[src/rtl/spc2_cfg.svh]
// constants for the serial port second control block
`ifndef SPC2_CFG_SVH
`define SPC2_CFG_SVH
`define SPC2_ADDR_LSB      2
`define SPC2_ADDR_MSB      7
`define SPC2_IDX_CTRL      6'h00
`define SPC2_IDX_STATUS    6'h01
`define SPC2_CTRL_RESET    8'h00
`define SPC2_ZERO32        32'h0000_0000
`define SPC2_LEN_IDLE8     4'h9
`define SPC2_LEN_IDLE9     4'ha
`define SPC2_LEN_BRK8      4'h9
`define SPC2_LEN_BRK9      4'ha
`define SPC2_LEN_LBRK8     4'hc
`define SPC2_LEN_LBRK9     4'hd
`define SPC2_CNT_ZERO      4'h0
`define SPC2_CNT_ONE       4'h1
`define SPC2_PINS          2
`endif

[src/rtl/spc2_pkg.sv]
// types shared by the serial port second control block
package spc2_pkg;
    typedef struct packed {
        logic tx_empty_irq_en;
        logic tx_complete_irq_en;
        logic rx_full_irq_en;
        logic idle_line_irq_en;
        logic transmitter_enable;
        logic receiver_enable;
        logic receiver_standby;
        logic send_break_request;
    } spc2_ctrl_type;

    typedef struct packed {
        logic loop_select;
        logic receiver_source_select;
        logic single_wire_direction;
        logic wake_address_mark;
        logic long_break_select;
        logic char_9bit;
    } spc2_mode_type;

    typedef struct packed {
        logic tx_buffer_empty_flag;
        logic tx_complete_flag;
        logic rx_buffer_full_flag;
        logic idle_line_flag;
    } spc2_flags_type;

    typedef enum logic [1:0] {
        SPC2_ST_IDLE  = 2'b00,
        SPC2_ST_DATA  = 2'b01,
        SPC2_ST_BREAK = 2'b11,
        SPC2_ST_PRE   = 2'b10
    } spc2_state_type;
endpackage

[src/rtl/spc2_top.sv]
// serial port second control register, pin ownership, break and idle queueing
//
// Implementation choices: the placing of the registers and the AHB-Lite slave port.
`timescale 1ns/1ps
`include "spc2_cfg.svh"
module spc2_top
    import spc2_pkg::*;
(
    // clock and reset
    input  wire logic           hclk,
    input  wire logic           hresetn,
    // ahb-lite slave
    input  wire logic           hsel,
    input  wire logic [31:0]    haddr,
    input  wire logic [1:0]     htrans,
    input  wire logic           hwrite,
    input  wire logic [2:0]     hsize,
    input  wire logic [31:0]    hwdata,
    input  wire logic           hready,
    output logic                hreadyout,
    output logic                hresp,
    output logic [31:0]         hrdata,
    // rest of the port
    input  wire spc2_flags_type flags,
    input  wire spc2_mode_type  mode,
    input  wire logic           bit_tick,
    input  wire logic           tx_data_busy,
    input  wire logic           tx_data_bit,
    input  wire logic           rx_idle_detect,
    input  wire logic           rx_char_done,
    input  wire logic           rx_msb_bit,
    // to rest of the port
    output logic                tx_irq_req,
    output logic                rx_irq_req,
    output logic                transmitter_on,
    output logic                receiver_on,
    output logic                receiver_standby,
    output logic                rx_serial_in,
    // transmit pin
    input  wire logic           txd_in,
    output logic                txd_out,
    output logic                txd_oe,
    // receive pin
    input  wire logic           rxd_in,
    output logic                rxd_owned
);

    spc2_ctrl_type  ctrl_reg;
    spc2_ctrl_type  ctrl_next;
    spc2_state_type state_reg;
    spc2_state_type state_next;
    logic [3:0]     bit_cnt_reg;
    logic [3:0]     bit_cnt_next;
    logic           brk_pend_reg;
    logic           idle_pend_reg;
    logic           dph_wr_reg;
    logic [5:0]     dph_idx_reg;
    logic [31:0]    rdata_reg;
    logic           aph_take;
    logic           ctrl_wr;
    logic [5:0]     aph_idx;
    logic           te_rise;
    logic           sbk_rise;
    logic           brk_start;
    logic           pre_start;
    logic           char_end;
    logic [3:0]     char_len;
    logic           wake_hit;
    logic           tx_line;
    logic           tx_owns_pin;
    logic           single_wire;
    logic [7:0]     status_byte;
    logic [1:0]     pin_raw;
    logic [1:0]     pin_s1_reg;
    logic [1:0]     pin_s2_reg;
    logic [1:0]     pin_s3_reg;
    logic [1:0]     pin_filt_reg;

    // bus answers at once, never errors
    assign hreadyout = 1'b1;
    assign hresp     = 1'b0;
    assign hrdata    = rdata_reg;

    assign aph_take = hsel & htrans[1] & hready;
    assign aph_idx  = haddr[`SPC2_ADDR_MSB:`SPC2_ADDR_LSB];
    assign ctrl_wr  = dph_wr_reg & (dph_idx_reg == `SPC2_IDX_CTRL);

    // address phase capture
    always_ff @(posedge hclk or negedge hresetn) begin
        if (!hresetn) begin
            dph_wr_reg  <= 1'b0;
            dph_idx_reg <= `SPC2_IDX_CTRL;
        end else begin
            dph_wr_reg  <= aph_take & hwrite;
            dph_idx_reg <= aph_idx;
        end
    end

    // control register next value: software writes, hardware clears standby
    always_comb begin
        ctrl_next = ctrl_reg;
        if (wake_hit) begin
            ctrl_next.receiver_standby = 1'b0;
        end
        if (ctrl_wr) begin
            ctrl_next = spc2_ctrl_type'(hwdata[7:0]);
        end
    end

    always_ff @(posedge hclk or negedge hresetn) begin
        if (!hresetn) begin
            ctrl_reg <= spc2_ctrl_type'(`SPC2_CTRL_RESET);
        end else begin
            ctrl_reg <= ctrl_next;
        end
    end

    // read data, forwarded from a write in the same cycle
    // so a read right behind a write already returns the new value
    always_ff @(posedge hclk or negedge hresetn) begin
        if (!hresetn) begin
            rdata_reg <= `SPC2_ZERO32;
        end else if (aph_take && !hwrite) begin
            unique case (aph_idx)
                `SPC2_IDX_CTRL:   rdata_reg <= {24'h00_0000, ctrl_next};
                `SPC2_IDX_STATUS: rdata_reg <= {24'h00_0000, status_byte};
                default:          rdata_reg <= `SPC2_ZERO32;
            endcase
        end
    end

    // interrupt requests, level while any enabled flag is set
    assign tx_irq_req = (ctrl_reg.tx_empty_irq_en & flags.tx_buffer_empty_flag)
                      | (ctrl_reg.tx_complete_irq_en & flags.tx_complete_flag);
    assign rx_irq_req = (ctrl_reg.rx_full_irq_en & flags.rx_buffer_full_flag)
                      | (ctrl_reg.idle_line_irq_en & flags.idle_line_flag);

    // edges of software writes, written value against the old one
    // so that rewriting the same value queues nothing new
    assign te_rise  = ctrl_wr & ctrl_next.transmitter_enable & ~ctrl_reg.transmitter_enable;
    assign sbk_rise = ctrl_wr & ctrl_next.send_break_request & ~ctrl_reg.send_break_request;

    // character length in bit times, less one: the last value of the bit counter
    always_comb begin
        if (state_reg == SPC2_ST_BREAK) begin
            if (mode.long_break_select) begin
                char_len = mode.char_9bit ? `SPC2_LEN_LBRK9 : `SPC2_LEN_LBRK8;
            end else begin
                char_len = mode.char_9bit ? `SPC2_LEN_BRK9 : `SPC2_LEN_BRK8;
            end
        end else begin
            char_len = mode.char_9bit ? `SPC2_LEN_IDLE9 : `SPC2_LEN_IDLE8;
        end
    end

    assign char_end  = bit_tick & (bit_cnt_reg == char_len);
    assign brk_start = (state_reg == SPC2_ST_IDLE) & ~tx_data_busy & brk_pend_reg;
    assign pre_start = (state_reg == SPC2_ST_IDLE) & ~tx_data_busy & ~brk_pend_reg
                     & idle_pend_reg;

    // transmit sequencer: data first, then break, then idle
    always_comb begin
        state_next   = state_reg;
        bit_cnt_next = bit_cnt_reg;
        unique case (state_reg)
            SPC2_ST_IDLE: begin
                bit_cnt_next = `SPC2_CNT_ZERO;
                if (tx_data_busy && ctrl_reg.transmitter_enable) begin
                    state_next = SPC2_ST_DATA;
                end else if (brk_start) begin
                    state_next = SPC2_ST_BREAK;
                end else if (pre_start) begin
                    state_next = SPC2_ST_PRE;
                end
            end
            SPC2_ST_DATA: begin
                if (!tx_data_busy) begin
                    state_next = SPC2_ST_IDLE;
                end
            end
            SPC2_ST_BREAK, SPC2_ST_PRE: begin
                if (char_end) begin
                    state_next   = SPC2_ST_IDLE;
                    bit_cnt_next = `SPC2_CNT_ZERO;
                end else if (bit_tick) begin
                    bit_cnt_next = bit_cnt_reg + `SPC2_CNT_ONE;
                end
            end
        endcase
    end

    always_ff @(posedge hclk or negedge hresetn) begin
        if (!hresetn) begin
            state_reg   <= SPC2_ST_IDLE;
            bit_cnt_reg <= `SPC2_CNT_ZERO;
        end else begin
            state_reg   <= state_next;
            bit_cnt_reg <= bit_cnt_next;
        end
    end

    // break queue: set on send-break rise while the transmitter is enabled, or end of a break while held
    always_ff @(posedge hclk or negedge hresetn) begin
        if (!hresetn) begin
            brk_pend_reg <= 1'b0;
        end else if ((sbk_rise && ctrl_reg.transmitter_enable)
                  || ((state_reg == SPC2_ST_BREAK) && char_end
                      && ctrl_reg.send_break_request)) begin
            brk_pend_reg <= 1'b1;
        end else if (brk_start) begin
            brk_pend_reg <= 1'b0;
        end
    end

    // idle queue: set when the enable goes from zero to one
    always_ff @(posedge hclk or negedge hresetn) begin
        if (!hresetn) begin
            idle_pend_reg <= 1'b0;
        end else if (te_rise) begin
            idle_pend_reg <= 1'b1;
        end else if (pre_start) begin
            idle_pend_reg <= 1'b0;
        end
    end

    // transmit pin ownership and level
    assign tx_owns_pin = ctrl_reg.transmitter_enable | (state_reg != SPC2_ST_IDLE)
                       | brk_pend_reg | idle_pend_reg;
    assign single_wire = mode.loop_select & mode.receiver_source_select;

    always_comb begin
        unique case (state_reg)
            SPC2_ST_BREAK: tx_line = 1'b0;
            SPC2_ST_DATA:  tx_line = tx_data_bit;
            default:       tx_line = 1'b1;
        endcase
    end

    assign transmitter_on = tx_owns_pin;

    always_ff @(posedge hclk or negedge hresetn) begin
        if (!hresetn) begin
            txd_out <= 1'b1;
            txd_oe  <= 1'b0;
        end else begin
            txd_out <= tx_line;
            txd_oe  <= tx_owns_pin & (~single_wire | mode.single_wire_direction);
        end
    end

    // pin synchronisers: change taken when second and third stages agree
    // stages reset to the idle line level so no false edge follows reset
    assign pin_raw = {txd_in, rxd_in};

    genvar gi;
    generate
        for (gi = 0; gi < `SPC2_PINS; gi = gi + 1) begin : g_sync
            always_ff @(posedge hclk or negedge hresetn) begin
                if (!hresetn) begin
                    pin_s1_reg[gi]   <= 1'b1;
                    pin_s2_reg[gi]   <= 1'b1;
                    pin_s3_reg[gi]   <= 1'b1;
                    pin_filt_reg[gi] <= 1'b1;
                end else begin
                    pin_s1_reg[gi] <= pin_raw[gi];
                    pin_s2_reg[gi] <= pin_s1_reg[gi];
                    pin_s3_reg[gi] <= pin_s2_reg[gi];
                    if (pin_s2_reg[gi] == pin_s3_reg[gi]) begin
                        pin_filt_reg[gi] <= pin_s3_reg[gi];
                    end
                end
            end
        end
    endgenerate

    // receiver source and receive pin release
    always_ff @(posedge hclk or negedge hresetn) begin
        if (!hresetn) begin
            rx_serial_in <= 1'b1;
        end else if (!mode.loop_select) begin
            rx_serial_in <= pin_filt_reg[0];
        end else if (mode.receiver_source_select) begin
            rx_serial_in <= pin_filt_reg[1];
        end else begin
            rx_serial_in <= tx_line;
        end
    end

    assign rxd_owned   = ctrl_reg.receiver_enable & ~mode.loop_select;
    assign receiver_on = ctrl_reg.receiver_enable;

    // standby wakeup detection
    assign wake_hit = ctrl_reg.receiver_standby & ctrl_reg.receiver_enable
                    & (mode.wake_address_mark ? (rx_char_done & rx_msb_bit)
                                              : rx_idle_detect);
    assign receiver_standby = ctrl_reg.receiver_standby;

    // own status readback
    assign status_byte = {rx_irq_req, tx_irq_req, state_reg, idle_pend_reg,
                          brk_pend_reg, rxd_owned, tx_owns_pin};

endmodule

[config.mk]
export PLATFORM = sky130hd
export DESIGN_NAME = spc2_top
export DESIGN_NICKNAME = d
export VERILOG_FILES = /design/src/rtl/spc2_pkg.sv /design/src/rtl/spc2_top.sv
export VERILOG_INCLUDE_DIRS = /design/src /design/src/rtl
export SDC_FILE = /design/constraint.sdc
export NUM_CORES = 1
export LEC_CHECK = 0
export ABC_CLOCK_PERIOD_IN_PS = 2600
export BUFFER_PORTS_ARGS = -buffer_cell sky130_fd_sc_hd__buf_2
export CORE_AREA = 2 2 70 72
export CTS_CLUSTER_SIZE = 8
export DETAILED_ROUTE_END_ITERATION = 10
export DIE_AREA = 0 0 72 74
export PLACE_DENSITY = 0.91
export SYNTH_ARGS = -nofsm -noshare
export SYNTH_HDL_FRONTEND = slang
export SYNTH_SLANG_ARGS = --single-unit
[constraint.sdc]
create_clock -name hclk -period 2.6 [get_ports hclk]
set_input_delay 0.13 -clock hclk [delete_from_list [all_inputs] [get_ports hclk]]
set_output_delay 0.13 -clock hclk [all_outputs]
set_load 0.05 [all_outputs]
==> summary.md, run 1 <==
| Metric | Value |
|---|---|
| Status | finished clean |
| Mean post-synth cell area | 11.2 um^2 |
| Min Clock Period, post-route | ~1.8 ns |
| Internal power | 1.29 mW |
| RR Endpoint | bit_cnt_reg[3]$_DFFE_PN0P_ |
| Core Rows | 25 |
| Total iterations of the first detailed-routing run | 6 |
| Vias/cell | 4.87 |
| Max cap viols | 0 |
| Adder-Cell Fraction of Synth Area | 0.0226 |
| GRT met2 Usage | 0.265 |
| Arr. time, crit path | approximately 2.1 ns |
| Post-route ant nets | 0 |
| RR Startpoint | state_reg[1]$_DFFE_PN0P_ |
| Worst EP required | 2.82 ns |
| Max-slew violation count | 0 |
| Setup Total Neg Slack | 0 ns |
| RSZ-0062 raised after global routing | no |
| Reg clk slew, reported paths | roughly 0.08 ns |
| Die Span X | 72 um |
| Simple-Gate Fraction of Synth Area | 0.133 |
| CP Max Fanout | 8 |
| Die Ht | between 70 and 80 um |
| P_sw | 684 uW |
| Worst Reg-to-Reg Cells | 5 |
| DIE AREA | between 0.005 and 0.006 mm^2 |
| # port buffers | 54 |
| Initial DRC count | 63 |
| Via count | 1450 |
| Vias in the first global route | approximately 1400 |
| Clock sinks | 42 |
| Fraction of layout cells with a size suffix above 1 | 0.352 |
| Hold Path End | dph_idx_reg[1]$_DFF_PN0_ |
| Synthesized flop and latch total | 42 |
| CTS max path bufs | 2 |
| Post-cts sizing count | 0 |
| IO Pins | 135 |
| Synth area leaders | dfrtp_1 40%, dfstp_2 13%, buf_4 9.8% |
| Total Nets Final | 337 |
| Post-Syn Area | 0.00199 mm^2 |
| Final Cycle Share | 0.706 |
| EDFF count, synth | 0 |
| Achievable Freq | 545 MHz |
| Number of remaining DRC errors | 0 |
| Clk_skew | 0.00917 ns |
| CP startpoint | haddr[5] |
| Cells after synthesis | roughly 180 |
| Clk pwr share | 0.304 |
| Critical Setup Path Class | in2reg |
| Core area | 0.00460 mm^2 |
| # setup viols final | 0 |
| Total grt overflow | 0 |
| Wire per inst | 12.8 um |
| Xor and xnor area share after synthesis | 0.00440 |
| Synth async-reset ratio | 1.00 |
| ANT cells | 0 |
| Clock latency on the worst-skew pair | 0.29 ns |
| Share of power burned in registers | 0.429 |
| Largest net degree at the start of global routing | 43 |
| Final hold vios | 0 |
| Gr usage total | 0.152 |
| Net Sw Frac | 0.346 |
| Hold WS | 0.0310 ns |
| Clk root buf | clkbuf_8 |
| Met3 track demand over resource | 0.0501 |
| Starting Density | 0.433 |
| Complex-gate fraction of the synthesized area | 0.126 |
| Met1 usage | 0.177 |
| Syn-to-layout area delta | 22.1% |
| Initial antenna violation count | 0 |
| Most numerous cell in the Yosys netlist | dfrtp_1 |
| Hold path cells | 1 |
| Reg-to-reg slack, setup | 0.88 ns |
| Sequential-to-total area share from yosys stat | 0.535 |
| Mux cell area share after synthesis | 0.0610 |
| H-tree levels | 2 |
| Startpoint types | input port |
| Slew at the pin with the worst max-slew slack | ~0.9 ns |
| Largest family of logic cells by synthesized area | simple AND/OR/NAND/NOR gates |
| Relative slew slack | 0.400 |
| CP endpoint kind | register |
| DP HPWL | ~2.8 mm |
| Top_reg_cell synth | dfrtp_1 |
| Top post-synthesis cells by count | 32 x dfrtp_1, 26 x buf_4, 15 x nand2_1, 15 x o21ai_1, 10 x dfstp_2 |
| CTS buffer count | 5 |
| Class of the worst hold path | in2reg |
| First-pass GRT wire length | approximately 6.1 mm |
| YS warnings | 0 |
| Max rail drop VDD | about 0.38 mV |
| HP Start | haddr[3] |
| Gpl congestion | 0.738 |
| Synth area leader | dfrtp_1 |
| GRT Max-Usage Layer | met2 |
| Synth cell types | 47 |
| P per Cell Area | around 810 mW/mm^2 |
| Gate power share | 0.267 |
| Synth top area share | 0.403 |
| CTS tree | yes |
| Wirelength, routed | about 3.8 mm |
| Max reg flops | 8 |
| Layout fillers | roughly 420 |
| Pleak | 1.15 nW |
[repair_timing]
item,in CTS,in global routing
hold endpoints to repair,29,0
hold buffers,8,0
endpoints found under the setup margin,0,0
setup buffers,0,0
[placed cells by master, fill, tap and decap left out, drive strengths merged, types with 2 or more instances in the layout]
cell / instances
nand2b: 2
ha: 2
nor2: 4
nor3b: 2
buf: 55
dlygate4sd3: 8
nand3b: 2
nand2: 16
nor3: 4
mux2: 9
a21o: 2
conb: 26
dfstp: 10
maj3: 2
nand3: 5
dfrtp: 32
clkbuf: 5
bufinv: 2
a21oi: 6
mux2i: 2
inv: 5
o21ai: 16
a22o: 2
a22oi: 7
[final cells by class]
class / instances / area [um^2] / area share
clock inverters: 3 / 63.8 / 0.0263
repair buffers: 63 / 358 / 0.147
flip-flops and latches: 42 / 1060 / 0.438
inverters: 5 / 18.8 / 0.00773
clock buffers: 5 / 68.8 / 0.0283
multi-input cells: 126 / 788 / 0.325
well taps: 54 / 67.6 / 0.0278
[how the worst max path moves through the flow]
stage                                  to  slack (ns)  depth (start not counted)
3_3_place_gp        hrdata[0]$_DFFE_PN0P_        0.95                          5
6_report            hrdata[5]$_DFFE_PN0P_        0.77                          6
2_1_floorplan       hrdata[1]$_DFFE_PN0P_        0.73                          3
5_1_grt             hrdata[6]$_DFFE_PN0P_        0.66                          6
4_1_cts             hrdata[4]$_DFFE_PN0P_        0.79                          6
3_5_place_dp   bit_cnt_reg[3]$_DFFE_PN0P_        0.88                          5
[worst max-delay path, cell delays in order]
cell           delay, ns
dlygate4sd3_1       0.53
buf_2               0.13
or4_4               0.57
nor3b_4             0.40
a22oi_1             0.13
o21ai_1             0.16
[metal layers]
layer / vias to the layer above / part of all wire
met1: 686 / 0.41
li1: 703 / -
met4: 0 / 0.011
met2: 57 / 0.51
met3: 4 / 0.071
met5: - / 0
[stage by stage]
stage | instance area [um^2] | util | power (mW) | setup WS (ns) | instances
CTS | 2430 | 0.528 | 1.99 | 0.786 | 298
global route | 2430 | 0.528 | 2.09 | 0.656 | 298
floorplan | 2080 | - | 1.28 | 0.734 | 202
detailed placement | 2220 | 0.482 | 1.38 | 0.877 | 282
global placement | 2220 | 0.482 | 1.36 | 0.948 | 282
finish | 2430 | 0.528 | 1.98 | 0.765 | 298
[power by group through the flow]
| stage | sequential, mW | clock [mW] | combinational [mW] |
|---|---|---|---|
| floorplan | 0.888 | 0 | 0.394 |
| global placement | 0.856 | 0 | 0.503 |
| detailed placement | 0.861 | 0 | 0.520 |
| CTS | 0.848 | 0.615 | 0.531 |
| global route | 0.863 | 0.647 | 0.578 |
| finish | 0.847 | 0.601 | 0.528 |
[logic make-up after synthesis]
group	Yosys count
simple gates	44
buf+inv	34
xor+xnor	1
compound gates	40
mux	11
other cells	2
fa+ha+maj	4
flops	42
No activity file was read; power rests on OpenSTA's default activity.
==> run 2: changes to the inputs <==
Settings changed: ABC_CLOCK_PERIOD_IN_PS 2600 to 1700, CORE_AREA 2 2 70 72 to 2 2 73 75, DIE_AREA 0 0 72 74 to 0 0 75 77, PLACE_DENSITY 0.91 to 0.85.
Clock period 2.6 ns to 1.7 ns, I/O delays scaled along.
==> run 2 against run 1 <==
  * Wire length increased by 3.4%
  * Clock skew decreased by 0.0039 ns
  * Clock power increased by 5.7%
  * Die area increased by 8.4%
  * Flip-flop and latch count unchanged
  * Final cell count increased by 8.4%
  * Worst hold slack got worse by 0.016 ns
  * Global-route usage decreased by 0.85 points
==> summary.md, run 2 (synthesized netlist as in run 1, its figures left out) <==
| Metric | Value |
|---|---|
| Reg clk slew, reported paths | 0.07 ns (about the same) |
| Die Span X | 75 um (+4.2%) |
| DP HPWL | 2.84 mm (+0.59%) |
| Wirelength, routed | 3.95 mm (+3.4%) |
| CTS buffer count | 5 (unchanged) |
| Max-slew violation count | 0 (unchanged) |
| Number of remaining DRC errors | 0 (unchanged) |
| CTS max path bufs | 2 (unchanged) |
| Internal power | 1.78 mW (+37%) |
| Most frequent cells in the layout | 54 x buf_2, 32 x dfrtp_1, 26 x conb_1 |
| Post-route ant nets | 0 (unchanged) |
| RR Startpoint | dph_idx_reg[5]$_DFF_PN0_ |
| Clk root buf | clkbuf_8 |
| Gate power share | 0.324 (+0.057) |
| CP endpoint kind | register |
| Final core occ | 0.507 (-0.0214) |
| Critical Setup Path Class | reg2reg |
| DIE AREA | 0.00578 mm^2 (+8.4%) |
| Buf+Inv Stages, Crit Path | 1 (-1) |
| Fraction of layout cells with a size suffix above 1 | 0.395 (+0.0428) |
| Clk pwr share | 0.226 (-0.078) |
| P_sw | 1.03 mW (+51%) |
| Initial DRC count | 50 (-21%) |
| Max rail drop VDD | 0.649 mV (+73%) |
| Setup Total Neg Slack | 0 ns (unchanged) |
| CTS tree | yes |
| CP Max Fanout | 7 (-1) |
| Share of power burned in registers | 0.450 (+0.021) |
| First-pass GRT wire length | 6.31 mm (+3.0%) |
| Largest net degree at the start of global routing | 43 (unchanged) |
| Achievable Freq | 611 MHz |
| IO Pins | 135 (unchanged) |
| Final hold vios | 0 (unchanged) |
| # port buffers | 54 (unchanged) |
| Worst EP required | 1.87 ns (-0.95 ns) |
| Net Sw Frac | 0.368 (+0.0220) |
| Starting Density | 0.400 (-0.0330) |
| Vias/cell | 4.64 (-4.6%) |
| Max cap viols | 0 (unchanged) |
| H-tree levels | 2 (unchanged) |
| Via count | 1500 (+3.4%) |
| Clock sinks | 42 (unchanged) |
| Commonest non-fill, non-tap cell in the layout | buf_2 |
| Hold WS | 0.0153 ns (-0.0157 ns) |
| Class of the worst hold path | in2reg |
| Syn-to-layout area delta | 26.8% |
| Gr usage total | 0.143 (-0.00854) |
| # setup viols final | 0 (unchanged) |
| CP max stage cell | dfrtp_1 |
| Wire per inst | 12.2 um (-4.6%) |
| Core Rows | 26 (+4.0%) |
| Vias in the first global route | 1446 (+3.4%) |
| Clk_skew | 0.00522 ns (-0.00394 ns) |
| Die Ht | 77 um (+4.1%) |
| Finished Cell Area | 0.00252 mm^2 (+3.9%) |
| Max reg flops | 8 (unchanged) |
| Arr. time, crit path | 1.81 ns (-0.24 ns) |
| Crit path largest cell delay | 0.37 ns (-0.20 ns) |
| HP Start | mode[3] |
| P per Cell Area | 1110 mW/mm^2 (+37%) |
| Relative slew slack | 0.661 (+0.261) |
| ANT cells | 0 (unchanged) |
| Final Cycle Share | 0.963 |
| Total iterations of the first detailed-routing run | 4 (-2) |
| Final worst setup slack | 0.0622 ns (-0.703 ns) |
| Total Nets Final | 346 (+2.7%) |
| Gpl congestion | 0.733 (-0.69%) |
| Total grt overflow | 0 (unchanged) |
| Min Clock Period, post-route | between 1.5 and 2 ns |
| Startpoint types | register |
| Pleak | 1.19 nW (+3.3%) |
| Placed inst area | 0.00227 mm^2 (+2.4%) |
| Pre-CTS setup slack | 0.0315 ns (-0.846 ns) |
| CP startpoint | dph_idx_reg[5]$_DFF_PN0_ |
| Clock latency on the worst-skew pair | 0.28 ns (about the same) |
| Core area | 0.00498 mm^2 (+8.2%) |
| Crit-path leading delay family | simple AND/OR/NAND/NOR gates |
| Slew at the pin with the worst max-slew slack | 0.509 ns (-0.391 ns) |
| Crit path cell chain | nor4b_2 > nand2_2 > buf_4 > mux2_2 > a22oi_2 > o21ai_1 |
| Status | finished clean |
| Initial antenna violation count | 0 (unchanged) |
-- run 2: cell types whose count changed in the layout (fill, tap and decap cells not counted), sizes merged --
cell         previous run  this run
bufinv                  2         0
clkbuf                  5         7
buf                    55        63
dlygate4sd3             8         9
-- run 2: area by class of cell --
| cell class | count | area, um^2 |
|---|---|---|
| sequential | 42 | 1060 |
| clock buffer | 7 | 86.3 |
| multi-input combinational | 126 | 817 |
| tap | 70 | 87.6 |
| clock inverter | 1 | 5.00 |
| timing repair buffer | 72 | 444 |
| fill | 451 | 2450 |
| inverter | 5 | 18.8 |
-- run 2: routing by layer --
layer	vias up	track usage	wire, um
met3	4	0.0460	254
met2	52	0.229	2080
met5	-	0	0
met1	723	0.182	1580
met4	0	0.0429	42
li1	721	-	-
-- run 2: worst paths after layout --
check / to / slack (ns) / cells past startpoint
max reg2reg: hrdata[2]$_DFFE_PN0P_ / 0.06 / 6
min in group asynchronous: bit_cnt_reg[2]$_DFFE_PN0P_ / 0.39 / 3
max: hrdata[2]$_DFFE_PN0P_ / 0.06 / 6
min: txd_oe$_DFF_PN0_ / 0.02 / 2
min reg2reg: pin_s2_reg[1]$_DFF_PN1_ / 0.36 / 0
max in group asynchronous: pin_filt_reg[0]$_DFFE_PN1N_ / 0.95 / 3
-- run 2: through the flow --
stage / instances / power (mW)
after global routing: 323 / 2.99
final: 323 / 2.81
after CTS: 319 / 2.83
after floorplan: 202 / 1.96
after detailed placement: 302 / 2.16
after global placement: 302 / 2.14
-- run 2: timing repair --
action,4_1_cts,5_1_grt
hold endpoints to repair,40,0
setup endpoints to repair,0,8
hold buffers,9,0
buffers inserted,0,4
resized for setup,0,6
-- run 2: power by group through the flow --
stage          combinational, mW  clock [mW]  sequential, mW
5_1_grt                    0.993       0.722            1.28
2_1_floorplan              0.604           0            1.36
3_3_place_gp               0.866           0            1.27
6_report                   0.910       0.635            1.26
4_1_cts                    0.907       0.660            1.26
3_5_place_dp               0.885           0            1.28
==> run 3: changes to the inputs <==
--- a/config.mk
+++ b/config.mk
@@ -8,9 +8,9 @@
 export LEC_CHECK = 0
-export ABC_CLOCK_PERIOD_IN_PS = 1700
+export ABC_CLOCK_PERIOD_IN_PS = 1500
 export BUFFER_PORTS_ARGS = -buffer_cell sky130_fd_sc_hd__buf_2
-export CORE_AREA = 2 2 73 75
+export CORE_AREA = 2 2 77 79
 export CTS_CLUSTER_SIZE = 8
 export DETAILED_ROUTE_END_ITERATION = 10
-export DIE_AREA = 0 0 75 77
-export PLACE_DENSITY = 0.85
+export DIE_AREA = 0 0 79 81
+export PLACE_DENSITY = 0.8
 export SYNTH_ARGS = -nofsm -noshare
==> constraint.sdc (replaced) <==
create_clock -name hclk -period 1.5 [get_ports hclk]
set_input_delay 0.225 -clock hclk [delete_from_list [all_inputs] [get_ports hclk]]
set_output_delay 0.225 -clock hclk [all_outputs]
set_load 0.05 [all_outputs]
==> run 3 against run 2 <==
  * Highest routed layer unchanged
  * Final cell count up 3.1%
  * Worst hold slack better by 0.0095 ns
  * Via count up 3.1%
  * Global-route usage down 0.088 points
  * Sequential share of layout area down 3.0 points
  * Critical path depth unchanged
  * Clock-buffer cell count down 2
  * Non-clock buffer count up 4
  * Cell area up 7.8%
  * Flip-flop and latch count unchanged
  * First-iteration DRC count up 88%
  * Largest power group unchanged
  * Setup slack worse by 0.17 ns
  * The flow now finishes with violations (setup timing)
==> summary.md, run 3 (synthesized netlist as in run 1, its figures left out) <==
| Metric | Value |
|---|---|
| Status | finished with violations |
| Violated checks | setup timing |
| Layout fillers | 521 (+16%) |
| # setup viols final | 9 (+9) |
| Class of the worst hold path | in2reg |
| Final Cycle Share | 1.07 (+0.109) |
| Syn-to-layout area delta | 36.7% |
| DP HPWL | 3.13 mm (+10%) |
| Arr. time, crit path | 1.80 ns (about the same) |
| Final worst setup slack | -0.109 ns (-0.172 ns) |
| Startpoint types | register |
| RSZ-0062 raised after global routing | yes |
| Total iterations of the first detailed-routing run | 6 (+2) |
| Max cap viols | 0 (unchanged) |
| CP endpoint kind | register |
| Total Nets Final | 351 (+1.4%) |
| Routed metal-1 wirelength | 1.90 mm (+20%) |
| CTS buffer count | 5 (unchanged) |
| CP Max Fanout | 4 (-3) |
| Via count | 1547 (+3.1%) |
| # port buffers | 54 (unchanged) |
| Worst setup endpoint | hrdata[1]$_DFFE_PN0P_ |
| ANT cells | 0 (unchanged) |
| Commonest non-fill, non-tap cell in the layout | buf_2 |
| CTS max path bufs | 2 (unchanged) |
| Die Span X | 79 um (+5.3%) |
| RR Startpoint | dph_idx_reg[2]$_DFF_PN0_ |
| Core Rows | 28 (+7.7%) |
| Clock sinks | 42 (unchanged) |
| Relative slew slack | 0.650 (-0.0108) |
| Slew at the pin with the worst max-slew slack | 0.525 ns (+0.0162 ns) |
| Clock latency on the worst-skew pair | 0.30 ns (+0.02 ns) |
| First-pass GRT wire length | 6.82 mm (+8.0%) |
| Max reg flops | 8 (unchanged) |
| Wirelength, routed | 4.47 mm (+13%) |
| Clk root buf | clkbuf_8 |
| Achievable Freq | 621 MHz (+1.8%) |
| Top Layer Used | met4 |
| Gpl congestion | 0.713 (-2.8%) |
| Most frequent cells in the layout | 53 x buf_2, 30 x dfrtp_1, 26 x conb_1 |
| Pleak | 1.30 nW (+9.6%) |
| Worst EP required | 1.69 ns (-0.18 ns) |
| Largest net degree at the start of global routing | 25 (-42%) |
| DIE AREA | 0.00640 mm^2 (+11%) |
| Total grt overflow | 0 (unchanged) |
| Setup Total Neg Slack | -0.813 ns (-0.813 ns) |
| WL met2 | 2.26 mm (+8.8%) |
| Max rail drop VDD | 1.08 mV (+66%) |
| Gr usage total | 0.142 (-0.000875) |
| Fraction of layout cells with a size suffix above 1 | 0.512 (+0.116) |
| P per Cell Area | 1380 mW/mm^2 (+24%) |
| IO Pins | 135 (unchanged) |
| Core area | 0.00568 mm^2 (+14%) |
| Initial DRC count | 94 (+88%) |
| CP startpoint | dph_idx_reg[2]$_DFF_PN0_ |
| Starting Density | 0.351 (-0.0492) |
| Reg clk slew, reported paths | 0.09 ns (+0.02 ns) |
| CTS tree | yes |
| Routed met3 length | 252 um (-0.79%) |
| Final hold vios | 0 (unchanged) |
| Critical Setup Path Class | reg2reg |
| Worst Reg-to-Reg Cells | 6 (unchanged) |
| Die Ht | 81 um (+5.2%) |
| Clk_skew | 0.0112 ns (+0.00598 ns) |
| H-tree levels | 2 (unchanged) |
| Max-slew violation count | 0 (unchanged) |
| Min Clock Period, post-route | 1.61 ns (-0.0284 ns) |
| Number of remaining DRC errors | 0 (unchanged) |
| Hold WS | 0.0249 ns (+0.00955 ns) |
| Initial antenna violation count | 0 (unchanged) |
| Wire per inst | 13.4 um (+9.8%) |
| Post-route ant nets | 0 (unchanged) |
| RR Endpoint | hrdata[1]$_DFFE_PN0P_ |
| Vias in the first global route | 1444 (-0.14%) |
| Vias/cell | 4.65 (about the same) |
| Reg-to-reg slack, setup | -0.11 ns (-0.17 ns) |
## run 3: metrics by stage
stage	instances	cell area, um^2	util	setup WS (ns)	power, mW
finish	333	2720	0.479	-0.109	3.76
global route	333	2720	0.479	-0.227	3.98
CTS	329	2600	0.457	-0.0996	3.54
detailed placement	315	2360	0.416	-0.156	2.56
global placement	315	2360	0.416	-0.113	2.52
floorplan	202	2110	-	-0.0306	2.28
## run 3: layout make-up
class / instances / area, um^2 / area share
multi-input cells: 127 / 940 / 0.346
well taps: 75 / 93.8 / 0.0345
clock buffers: 5 / 68.8 / 0.0253
inverters: 5 / 18.8 / 0.00690
flip-flops and latches: 42 / 1070 / 0.392
clock inverters: 3 / 43.8 / 0.0161
repair buffers: 76 / 488 / 0.179
## run 3: report_power, final
part	leakage, nW	internal, mW	total, mW	switching (mW)
clock network	0.0585	0.499	0.897	0.398
logic	0.741	0.593	1.42	0.824
registers	0.504	1.31	1.45	0.141
## run 3: metal layers
| layer | track usage | vias to the layer above |
|---|---|---|
| li1 | - | 735 |
| met1 | 0.171 | 751 |
| met2 | 0.245 | 55 |
| met3 | 0.0400 | 6 |
| met4 | 0.0517 | 0 |
| met5 | 0 | - |
## run 3: how the worst min path moves through the flow
stage | from | end | slack (ns) | cells after the start
after detailed placement | hresetn | hrdata[7]$_DFFE_PN0P_ | 0.23 | 1
after global routing | txd_in | pin_s1_reg[1]$_DFF_PN1_ | 0.0005 | 1
after CTS | txd_in | pin_s1_reg[1]$_DFF_PN1_ | 0.01 | 1
after global placement | hresetn | hrdata[7]$_DFFE_PN0P_ | 0.22 | 1
after floorplan | hresetn | bit_cnt_reg[0]$_DFFE_PN0P_ | -0.07 | 0
final | txd_in | pin_s1_reg[1]$_DFF_PN1_ | 0.02 | 1
## run 3: timing repair
| item | 4_1_cts | 5_1_grt |
|---|---|---|
| cloned | 1 | 0 |
| buffers inserted | 4 | 4 |
| setup endpoints to repair | 14 | 17 |
| hold buffers | 1 | 0 |
| resized for setup | 18 | 19 |
| hold endpoints to repair | 12 | 0 |
| pin swaps | 4 | 12 |
## run 3: critical path: stages (launching register included)
cell	delay, ns
dfrtp_1	0.40
nor4b_4	0.31
buf_4	0.17
nand2_4	0.07
mux2i_2	0.19
a221oi_2	0.31
a21oi_2	0.05
